### config.mk
export PLATFORM = sky130hd
export DESIGN_NAME = event_action_sequencer
export DESIGN_NICKNAME = d
export VERILOG_FILES = /design/src/event_action_sequencer_pkg.sv /design/src/event_action_sequencer.sv
export VERILOG_INCLUDE_DIRS = /design/src /design/src/src
export SDC_FILE = /design/constraint.sdc
export NUM_CORES = 2
export LEC_CHECK = 0
export BUFFER_PORTS_ARGS = -buffer_cell sky130_fd_sc_hd__buf_2
export CORE_MARGIN = 10
export CORE_UTILIZATION = 42
export DETAILED_ROUTE_END_ITERATION = 12
export GPL_TIMING_DRIVEN = 0
export SYNTH_ARGS = -nofsm -noshare
export SYNTH_HDL_FRONTEND = slang
export SYNTH_SLANG_ARGS = --single-unit
### constraint.sdc
create_clock -name clock -period 37.8 [get_ports clock]
set_clock_uncertainty 0.15 [all_clocks]
set_input_delay 11.34 -clock clock [delete_from_list [all_inputs] [get_ports clock]]
set_output_delay 11.34 -clock clock [all_outputs]
set_load 0.05 [all_outputs]
### src/event_action_sequencer_consts.svh
// Purpose: Constants of the event/action sequencer
// Assumes: 100 MHz clock, APB slave with 32-bit data
// Notes:   Event, action and input function codes are the drive's
// Summary of operation
// - An action runs only when its paired event is true.
// - Event n true runs action n, then event n+1 is watched.
// - After an action only the next event is evaluated.
// - A false event means nothing happens this scan interval.
// - On start only event 1 is evaluated, each scan interval.
// - Pair count is programmable from 0 to 20.
// - After the last pair the sequence wraps to pair 1.
// - Events and actions live in arrays, one entry per pair.
// - Event codes: 0 false, 1 true, 4 on reference, 30 timeout 0.
// - Action 10 selects preset 0, action 11 selects preset 1.
// - Action 29 starts timer 0, action 1 does nothing.
// - Timer 0 loads a set duration; expiry makes timeout 0 true.
// - The sequencer runs only while its mode is on.
// - Preset references are percentages of the maximum reference.
// - Stop ramps the drive down, then lets it run free.
// - Input code 8 is level start, code 0 does nothing.
// - Input code 9 is latched start, kept after the pulse.
// - Input code 6 is stop, low active, clearing a latched start.
`ifndef EVENT_ACTION_SEQUENCER_CONSTS_SVH
`define EVENT_ACTION_SEQUENCER_CONSTS_SVH
`define CLK_MHZ         100
`define SCAN_TIME_US    1000
`define MAX_PAIRS       5'h14
`define ADDR_W          12
`define OFF_MODE        12'h000
`define OFF_COUNT       12'h004
`define OFF_TIMER       12'h008
`define OFF_PRESET0     12'h00C
`define OFF_PRESET1     12'h010
`define OFF_MAXREF      12'h014
`define OFF_INFUNC      12'h018
`define OFF_STATUS      12'h01C
`define OFF_EVENT_BASE  12'h100
`define OFF_ACTION_BASE 12'h180
`define EV_FALSE        8'h00
`define EV_TRUE         8'h01
`define EV_ON_REF       8'h04
`define EV_TIMEOUT0     8'h1E
`define ACT_NONE        8'h01
`define ACT_PRESET0     8'h0A
`define ACT_PRESET1     8'h0B
`define ACT_TIMER0      8'h1D
`define IN_NOP          4'h0
`define IN_STOP_INV     4'h6
`define IN_START        4'h8
`define IN_LATCH_START  4'h9
`define PCT_FULL        7'h64
`define RST_MAXREF      16'h05DC
`define RST_START_FN    4'h8
`define RST_STOP_FN     4'h0
`endif

### src/event_action_sequencer_pkg.sv
// Purpose: Types of the event/action sequencer
// Assumes: Constants come from the _consts header
// Notes:   Types only
package event_action_sequencer_pkg;
  typedef enum logic [1:0] {DRIVE_FREE, DRIVE_RUN, DRIVE_RAMP} drive_state_t;
  typedef logic [7:0] code_t;
  typedef logic [4:0] pair_idx_t;
endpackage

### src/event_action_sequencer.sv
// Purpose: Scan-driven event/action sequence engine of a drive
// Assumes: APB master, terminals synchronous to clock
// Notes:   Timer 0 counts in scan intervals
//
// The APB register port and the address map were left to the implementer.
`timescale 1ns/1ps
`default_nettype none
`include "event_action_sequencer_consts.svh"

module event_action_sequencer
  import event_action_sequencer_pkg::*;
#(
  parameter int SCAN_CYCLES = `SCAN_TIME_US * `CLK_MHZ
) (
  // Clock and reset
  input  wire logic              clock,
  input  wire logic              nrst,
  // APB slave
  input  wire logic [`ADDR_W-1:0] paddr,
  input  wire logic              psel,
  input  wire logic              penable,
  input  wire logic              pwrite,
  input  wire logic [31:0]       pwdata,
  output logic      [31:0]       prdata,
  output logic                   pready,
  output logic                   pslverr,
  // Drive status
  input  wire logic              on_ref,
  input  wire logic              at_zero_speed,
  // Digital terminals
  input  wire logic              start_in,
  input  wire logic              stop_in,
  // Drive commands
  output logic      [15:0]       reference,
  output logic                   preset_sel,
  output logic                   motor_run,
  output logic                   ramp_down,
  output logic                   coast
);

  // Register and array storage
  logic             mode_reg;
  logic [4:0]       pair_count_reg;
  logic [23:0]      timer_preset_reg;
  logic [6:0]       preset0_reg;
  logic [6:0]       preset1_reg;
  logic [15:0]      maxref_reg;
  logic [3:0]       start_fn_reg;
  logic [3:0]       stop_fn_reg;
  code_t            event_select_array [20];
  code_t            action_select_array [20];

  // Engine state
  pair_idx_t        pair_idx_reg;
  logic [23:0]      timer_cnt_reg;
  logic             timer_expired_reg;
  logic             preset_sel_reg;
  logic [15:0]      reference_reg;
  logic [16:0]      scan_cnt_reg;
  logic             scan_tick_reg;
  logic             start_latch_reg;
  drive_state_t     drive_state_reg;
  drive_state_t     drive_state_next;
  logic             motor_run_reg;
  logic             ramp_down_reg;
  logic             coast_reg;

  // Bus state
  logic [31:0]      prdata_reg;
  logic             pready_reg;
  logic             pslverr_reg;
  logic [31:0]      rd_data;
  logic             rd_err;
  logic             wr_fire;

  // Combinational engine terms
  code_t            cur_event;
  code_t            cur_action;
  logic             event_true;
  logic             seq_active;
  logic             fire;
  logic             stop_ok;
  logic             run_req;

  // Address falls inside a 20-entry word array at base
  function automatic logic in_array(input logic [`ADDR_W-1:0] a,
                                    input logic [`ADDR_W-1:0] base);
    in_array = (a[`ADDR_W-1:7] == base[`ADDR_W-1:7]) &&
               (a[6:2] < `MAX_PAIRS) && (a[1:0] == 2'h0);
  endfunction

  // Next pair index, wrapping after the last programmed pair
  function automatic pair_idx_t wrap_next(input pair_idx_t idx,
                                          input logic [4:0] cnt);
    if (idx + 5'h01 >= cnt) begin
      wrap_next = 5'h00;
    end else begin
      wrap_next = idx + 5'h01;
    end
  endfunction

  // Percent of maximum reference
  function automatic logic [15:0] scale(input logic [6:0] pct,
                                        input logic [15:0] maxref);
    logic [22:0] prod;
    prod = {16'h0000, pct} * {7'h00, maxref};
    scale = 16'(prod / {16'h0000, `PCT_FULL});
  endfunction

  // Drive outputs straight from flops
  assign prdata     = prdata_reg;
  assign pready     = pready_reg;
  assign pslverr    = pslverr_reg;
  assign reference  = reference_reg;
  assign preset_sel = preset_sel_reg;
  assign motor_run  = motor_run_reg;
  assign ramp_down  = ramp_down_reg;
  assign coast      = coast_reg;

  // Read decode
  always_comb begin
    rd_data = 32'h0000_0000;
    rd_err  = 1'b0;
    if (in_array(paddr, `OFF_EVENT_BASE)) begin
      rd_data = {24'h000000, event_select_array[paddr[6:2]]};
    end else if (in_array(paddr, `OFF_ACTION_BASE)) begin
      rd_data = {24'h000000, action_select_array[paddr[6:2]]};
    end else begin
      case (paddr)
        `OFF_MODE:    rd_data = {31'h0, mode_reg};
        `OFF_COUNT:   rd_data = {27'h0, pair_count_reg};
        `OFF_TIMER:   rd_data = {8'h00, timer_preset_reg};
        `OFF_PRESET0: rd_data = {25'h0, preset0_reg};
        `OFF_PRESET1: rd_data = {25'h0, preset1_reg};
        `OFF_MAXREF:  rd_data = {16'h0000, maxref_reg};
        `OFF_INFUNC:  rd_data = {24'h000000, stop_fn_reg, start_fn_reg};
        `OFF_STATUS:  rd_data = {reference_reg, 3'h0, coast_reg,
                                 ramp_down_reg, motor_run_reg,
                                 timer_expired_reg, preset_sel_reg,
                                 3'h0, pair_idx_reg};
        default:      rd_err = 1'b1;
      endcase
    end
  end

  // Write lands at the edge that completes the access
  assign wr_fire = psel && penable && pwrite && pready_reg && !rd_err;

  // APB handshake, one wait state
  always_ff @(posedge clock) begin
    if (!nrst) begin
      pready_reg  <= 1'b0;
      prdata_reg  <= 32'h0000_0000;
      pslverr_reg <= 1'b0;
    end else if (psel && penable && !pready_reg) begin
      pready_reg  <= 1'b1;
      prdata_reg  <= pwrite ? 32'h0000_0000 : (rd_err ? 32'h0 : rd_data);
      pslverr_reg <= rd_err;
    end else begin
      pready_reg  <= 1'b0;
      pslverr_reg <= 1'b0;
    end
  end

  // Configuration registers
  always_ff @(posedge clock) begin
    if (!nrst) begin
      mode_reg         <= 1'b0;
      pair_count_reg   <= 5'h00;
      timer_preset_reg <= 24'h000000;
      preset0_reg      <= 7'h00;
      preset1_reg      <= 7'h00;
      maxref_reg       <= `RST_MAXREF;
      start_fn_reg     <= `RST_START_FN;
      stop_fn_reg      <= `RST_STOP_FN;
    end else if (wr_fire) begin
      case (paddr)
        `OFF_MODE:    mode_reg <= pwdata[0];
        `OFF_COUNT: begin
          // Counts above the array size clamp to it
          if (pwdata[4:0] > `MAX_PAIRS || pwdata[31:5] != 27'h0) begin
            pair_count_reg <= `MAX_PAIRS;
          end else begin
            pair_count_reg <= pwdata[4:0];
          end
        end
        `OFF_TIMER:   timer_preset_reg <= pwdata[23:0];
        `OFF_PRESET0: preset0_reg <= pwdata[6:0];
        `OFF_PRESET1: preset1_reg <= pwdata[6:0];
        `OFF_MAXREF:  maxref_reg <= pwdata[15:0];
        `OFF_INFUNC: begin
          start_fn_reg <= pwdata[3:0];
          stop_fn_reg  <= pwdata[7:4];
        end
        default: ;
      endcase
    end
  end

  // Event and action arrays, one word per pair
  always_ff @(posedge clock) begin
    if (!nrst) begin
      for (int i = 0; i < 20; i++) begin
        event_select_array[i]  <= `EV_FALSE;
        action_select_array[i] <= `ACT_NONE;
      end
    end else if (wr_fire && in_array(paddr, `OFF_EVENT_BASE)) begin
      event_select_array[paddr[6:2]] <= pwdata[7:0];
    end else if (wr_fire && in_array(paddr, `OFF_ACTION_BASE)) begin
      action_select_array[paddr[6:2]] <= pwdata[7:0];
    end
  end

  // Scan interval divider
  always_ff @(posedge clock) begin
    if (!nrst || scan_cnt_reg == 17'(SCAN_CYCLES - 1)) begin
      scan_cnt_reg <= 17'h00000;
    end else begin
      scan_cnt_reg <= scan_cnt_reg + 17'h00001;
    end
  end

  // One-cycle scan tick
  always_ff @(posedge clock) begin
    if (!nrst) begin
      scan_tick_reg <= 1'b0;
    end else begin
      scan_tick_reg <= (scan_cnt_reg == 17'(SCAN_CYCLES - 1));
    end
  end

  // Only the current pair is looked at
  assign cur_event  = event_select_array[pair_idx_reg];
  assign cur_action = action_select_array[pair_idx_reg];

  // Event code evaluation, unknown codes read false
  always_comb begin
    case (cur_event)
      `EV_FALSE:    event_true = 1'b0;
      `EV_TRUE:     event_true = 1'b1;
      `EV_ON_REF:   event_true = on_ref;
      `EV_TIMEOUT0: event_true = timer_expired_reg;
      default:      event_true = 1'b0;
    endcase
  end

  // Engine runs with mode on and at least one pair
  assign seq_active = mode_reg && (pair_count_reg != 5'h00);
  assign fire = scan_tick_reg && seq_active && event_true &&
                (pair_idx_reg < pair_count_reg);

  // Pair index; stays put while the event is false
  always_ff @(posedge clock) begin
    if (!nrst || !mode_reg) begin
      pair_idx_reg <= 5'h00;
    end else if (scan_tick_reg && seq_active) begin
      if (pair_idx_reg >= pair_count_reg) begin
        pair_idx_reg <= 5'h00;
      end else if (event_true) begin
        pair_idx_reg <= wrap_next(pair_idx_reg, pair_count_reg);
      end
    end
  end

  // Preset selection actions
  always_ff @(posedge clock) begin
    if (!nrst) begin
      preset_sel_reg <= 1'b0;
    end else if (fire && cur_action == `ACT_PRESET0) begin
      preset_sel_reg <= 1'b0;
    end else if (fire && cur_action == `ACT_PRESET1) begin
      preset_sel_reg <= 1'b1;
    end
  end

  // Timer 0, counted in scan intervals
  always_ff @(posedge clock) begin
    if (!nrst || !mode_reg) begin
      timer_cnt_reg     <= 24'h000000;
      timer_expired_reg <= 1'b0;
    end else if (fire && cur_action == `ACT_TIMER0) begin
      timer_cnt_reg     <= timer_preset_reg;
      timer_expired_reg <= (timer_preset_reg == 24'h000000);
    end else if (scan_tick_reg && timer_cnt_reg != 24'h000000) begin
      timer_cnt_reg <= timer_cnt_reg - 24'h000001;
      if (timer_cnt_reg == 24'h000001) begin
        timer_expired_reg <= 1'b1;
      end
    end
  end

  // Reference as percent of maximum
  always_ff @(posedge clock) begin
    if (!nrst) begin
      reference_reg <= 16'h0000;
    end else begin
      reference_reg <= scale(preset_sel_reg ? preset1_reg : preset0_reg,
                             maxref_reg);
    end
  end

  // Stop input, low active when so configured
  assign stop_ok = (stop_fn_reg == `IN_STOP_INV) ? stop_in : 1'b1;

  // Latched start held after the pulse, cleared by stop
  always_ff @(posedge clock) begin
    if (!nrst) begin
      start_latch_reg <= 1'b0;
    end else if (!stop_ok || start_fn_reg != `IN_LATCH_START) begin
      start_latch_reg <= 1'b0;
    end else if (start_in) begin
      start_latch_reg <= 1'b1;
    end
  end

  // Run request from level or latched start
  assign run_req = stop_ok &&
                   ((start_fn_reg == `IN_START && start_in) ||
                    start_latch_reg);

  // Drive state: run, ramp down, free
  always_comb begin
    drive_state_next = drive_state_reg;
    unique case (drive_state_reg)
      DRIVE_FREE: begin
        if (run_req) begin
          drive_state_next = DRIVE_RUN;
        end
      end
      DRIVE_RUN: begin
        if (!run_req) begin
          drive_state_next = DRIVE_RAMP;
        end
      end
      DRIVE_RAMP: begin
        if (run_req) begin
          drive_state_next = DRIVE_RUN;
        end else if (at_zero_speed) begin
          drive_state_next = DRIVE_FREE;
        end
      end
    endcase
  end

  // Drive state and its output flops
  always_ff @(posedge clock) begin
    if (!nrst) begin
      drive_state_reg <= DRIVE_FREE;
      motor_run_reg   <= 1'b0;
      ramp_down_reg   <= 1'b0;
      coast_reg       <= 1'b1;
    end else begin
      drive_state_reg <= drive_state_next;
      motor_run_reg   <= (drive_state_next == DRIVE_RUN);
      ramp_down_reg   <= (drive_state_next == DRIVE_RAMP);
      coast_reg       <= (drive_state_next == DRIVE_FREE);
    end
  end
endmodule // event_action_sequencer
`default_nettype wire

==> flow_metrics.env <==
export IMPL_violations_in_the_final_reports="max-capacitance violations"
export IMPL_grt_remaining_overflow=0
export IMPL_grt_pass1_vias=29080
export IMPL_synthesis_area_um2=39390
export IMPL_maxSlewHeadroom_pct=0.07760
export IMPL_number_of_buffers_on_the_longest_clock_path=3
export IMPL_final_fill_count=8474
export IMPL_setup_repair_after_global_routing_missed_its_margin="false"
export IMPL_post_route_min_period_ns=16.72
export IMPL_routed_via_density=5.943
export IMPL_outcome="complete, but fails checks"
export IMPL_finalCritPeriodShare_pct=44.23
export IMPL_power_density_nw_per_um2=37.88
export IMPL_top_level_ports=107
export IMPL_route_detailed_wl_per_inst_um=25.84
export IMPL_finalHoldViolations=0
export IMPL_worst_slew_pin_transition_ns=1.499
export IMPL_crit_slowest_cell="sky130_fd_sc_hd__a2111oi_0"
export IMPL_netlist_area_leader_share_pct=39.03
export IMPL_yosys_top_cells_area="sky130_fd_sc_hd__edfxtp_1, sky130_fd_sc_hd__mux4_2, sky130_fd_sc_hd__dfxtp_1"
export IMPL_io_buffer_count=103
export IMPL_final_setup_viol_count=0
export IMPL_holdPathStages=1
export IMPL_worst_setup_path_type="flip-flop to flip-flop"
export IMPL_worst_r2r_startpoint="preset_sel$_SDFFE_PP0P_"
export IMPL_max_vdd_ir_drop_v=0.00003192
export IMPL_fraction_of_registers_with_async_set_or_reset_after_synthesis_pct=0
export IMPL_die_height_um=326.2
export IMPL_final_max_slew_viol_count=0
export IMPL_worst_r2r_endpoint="reference[0]$_SDFF_PN0_"
export IMPL_synth_seq_area_share_pct=48.08
export IMPL_die_w_um=326.2
export IMPL_yosys_area_top_type="sky130_fd_sc_hd__edfxtp_1"
export IMPL_gpl_final_weighted_congestion=0.9842
export IMPL_syn_avg_cell_area_um2=11.61
export IMPL_reg2reg_depth=50
export IMPL_grt_antenna_before_repair=7
export IMPL_num_vias=30280
export IMPL_rows=112
export IMPL_totalPowerFinal_mw=1.692
export IMPL_die_area_um2=106400
export IMPL_power_leakage_nw=16.28
export IMPL_detailed_place_hpwl_mm=97.89
export IMPL_initial_utilization_pct=42.27
export IMPL_core_area_um2=93190
export IMPL_timing_critical_path_slowest_cell_delay_ns=0.97
export IMPL_number_of_enable_flip_flop_cells_after_synthesis=512
export IMPL_critPathMaxFanout=10
export IMPL_register_clock_pin_slew_on_the_reported_worst_setup_and_hold_paths_ns=0.06
export IMPL_preCtsSetupSlack_ns=20.97
export IMPL_grt_use_total_pct=24.05
export IMPL_synth_warnings=0
export IMPL_clock_root_buffer="sky130_fd_sc_hd__clkbuf_16"
export IMPL_worst_path_buf_inv=7
export IMPL_ys_top_cells_by_count="sky130_fd_sc_hd__edfxtp_1, sky130_fd_sc_hd__and2_1, sky130_fd_sc_hd__nor2_1, sky130_fd_sc_hd__nand2_1, sky130_fd_sc_hd__mux4_2"
export IMPL_ys_dominant_reg_cell="sky130_fd_sc_hd__edfxtp_1"
export IMPL_hold_end="scan_cnt_reg[0]$_SDFF_PP0_"
export IMPL_maximum_number_of_pins_on_one_net_before_global_route_repair=33
export IMPL_syn_instance_count=3394
export IMPL_hold_path_class="flip-flop to flip-flop"
export IMPL_setup_tns_final_ns=0
export IMPL_cp_required_ns=38.14
export IMPL_timing_reg2reg_setup_slack_ns=21.08
export IMPL_numCtsBuffers=77
export IMPL_setup_worst_path_start="preset_sel$_SDFFE_PP0P_"
export IMPL_post_cts_resized_instances=0
export IMPL_clock_fmax_mhz=59.81
export IMPL_ys_seq_elements=690
export IMPL_postLayoutSetupSlackWorst_ns=21.08
export IMPL_cell_variety_after_synth=116
export IMPL_ant_nets=0
export IMPL_cp_top_family="compound AO/OA/AOI/OAI gates"
export IMPL_clock_tree_htree_level_count=3
export IMPL_worst_endpoint_arrival_ns=17.06
export IMPL_postCtsSetupBuffers=0
export IMPL_post_synth_top_count_cell="sky130_fd_sc_hd__edfxtp_1"
export IMPL_worst_setup_path_start_kind="flip-flop"
export IMPL_critical_path_endpoint_type="flip-flop"
export IMPL_drt_pass1_iter_count=6
export IMPL_clock_sink_count=690
export IMPL_clock_latency_ns=0.67
export IMPL_area_delta_synth_final_pct=13.42
export IMPL_drtIter0Drc=3613
export IMPL_fin_nets=3954
export IMPL_remaining_drc_errors=0
export IMPL_drive_gt1_share_pct=13.85
export IMPL_tritoncts="done"
export IMPL_source_of_the_worst_hold_timing_path="scan_cnt_reg[0]$_SDFF_PP0_"
export IMPL_first_pass_grt_wire_length_mm=193.4
export IMPL_wl_mm=131.6
export IMPL_maxCapViolations=1
export IMPL_cts_hold_buf=0
-- kinds of logic (layout without fill, tap and decap cells) --
kind of cell             after synthesis  count (layout)  synth area share [%]
XOR/XNOR                              77              77                 1.769
flip-flops                           690             690                 48.08
AND/OR/NAND/NOR                     1260            1260                 16.36
adder cells (fa/ha/maj)              130             130                 5.425
other                                  1             198              0.009520
buffers and inverters                312             562                 3.049
multiplexers                         279             279                 13.64
AO/OA/AOI/OAI                        645             645                 11.67
-- through the flow --
step,instances,util [%],hold slack (ns),area (um^2)
floorplan,3585,-,0.2799,40110
CTS,5084,47.87,0.3141,44610
global placement,4942,45.28,0.2961,42190
global route,5091,47.93,0.3332,44670
detailed placement,4945,45.31,0.2996,42220
finish,5095,47.94,0.3107,44680
-- cells in the final DEF, fill, tap and decap left out, types with 71 or more instances in the layout --
master / instances
sky130_fd_sc_hd__conb_1: 192
sky130_fd_sc_hd__buf_2: 120
sky130_fd_sc_hd__edfxtp_1: 512
sky130_fd_sc_hd__a21oi_1: 165
sky130_fd_sc_hd__o21ai_0: 71
sky130_fd_sc_hd__mux4_2: 203
sky130_fd_sc_hd__clkbuf_16: 77
sky130_fd_sc_hd__dfxtp_1: 178
sky130_fd_sc_hd__inv_1: 102
sky130_fd_sc_hd__nand2_1: 252
sky130_fd_sc_hd__clkbuf_1: 186
sky130_fd_sc_hd__nor2_1: 285
sky130_fd_sc_hd__and2_1: 364
-- report_power, final --
part	internal (mW)	leakage, nW	switching [mW]	total (mW)
clock network	0.408	1.18	0.322	0.731
registers	0.842	6.59	0.0129	0.855
logic	0.0343	8.52	0.0720	0.106
total	1.29	16.3	0.407	1.69
-- worst reg2reg max path: cells and delay by family (launching register included) --
family | cells | cell delay (ns)
flip-flops | 1 | 0.34
adder cells (fa/ha/maj) | 7 | 3.11
multiplexers | 4 | 1.81
buffers and inverters | 7 | 1.47
AO/OA/AOI/OAI | 25 | 7.98
AND/OR/NAND/NOR | 7 | 1.72
-- per-layer routing --
layer  vias to the layer above  part of all wire [%]  global-route usage [%]
li1                      13350                     -                       -
met1                     15110                    41                   33.32
met2                      1513                    44                   36.35
met3                       305                   9.9                   4.924
met4                         4                   4.4                   10.34
met5                         -                 0.017                       0
-- worst max path at each step --
| stage | slack, ns | end | depth (start not counted) |
|---|---|---|---|
| finish | 21.08 | reference[0]$_SDFF_PN0_ | 50 |
| CTS | 21.30 | reference[0]$_SDFF_PN0_ | 50 |
| detailed placement | 20.97 | action_select_array[15][6]$_SDFFCE_PN0P_ | 6 |
| floorplan | 23.15 | prdata[10]$_SDFFE_PN0P_ | 10 |
| global route | 19.94 | reference[0]$_SDFF_PN0_ | 50 |
| global placement | 19.60 | prdata[3]$_SDFFE_PN0P_ | 11 |
-- final cells by class --
cell class | instances | area [um^2] | share of cell area [%]
Clock buffer | 101 | 2067 | 4.627
Multi-Input combinational cell | 2583 | 19980 | 44.73
Clock inverter | 38 | 324.1 | 0.7253
Tap cell | 1254 | 1569 | 3.512
Antenna cell | 6 | 15.01 | 0.03361
Buffer | 210 | 820.8 | 1.837
Inverter | 102 | 382.9 | 0.8570
Sequential cell | 690 | 18940 | 42.39
Timing Repair Buffer | 111 | 575.6 | 1.288
(Power assumes the default switching activity.)
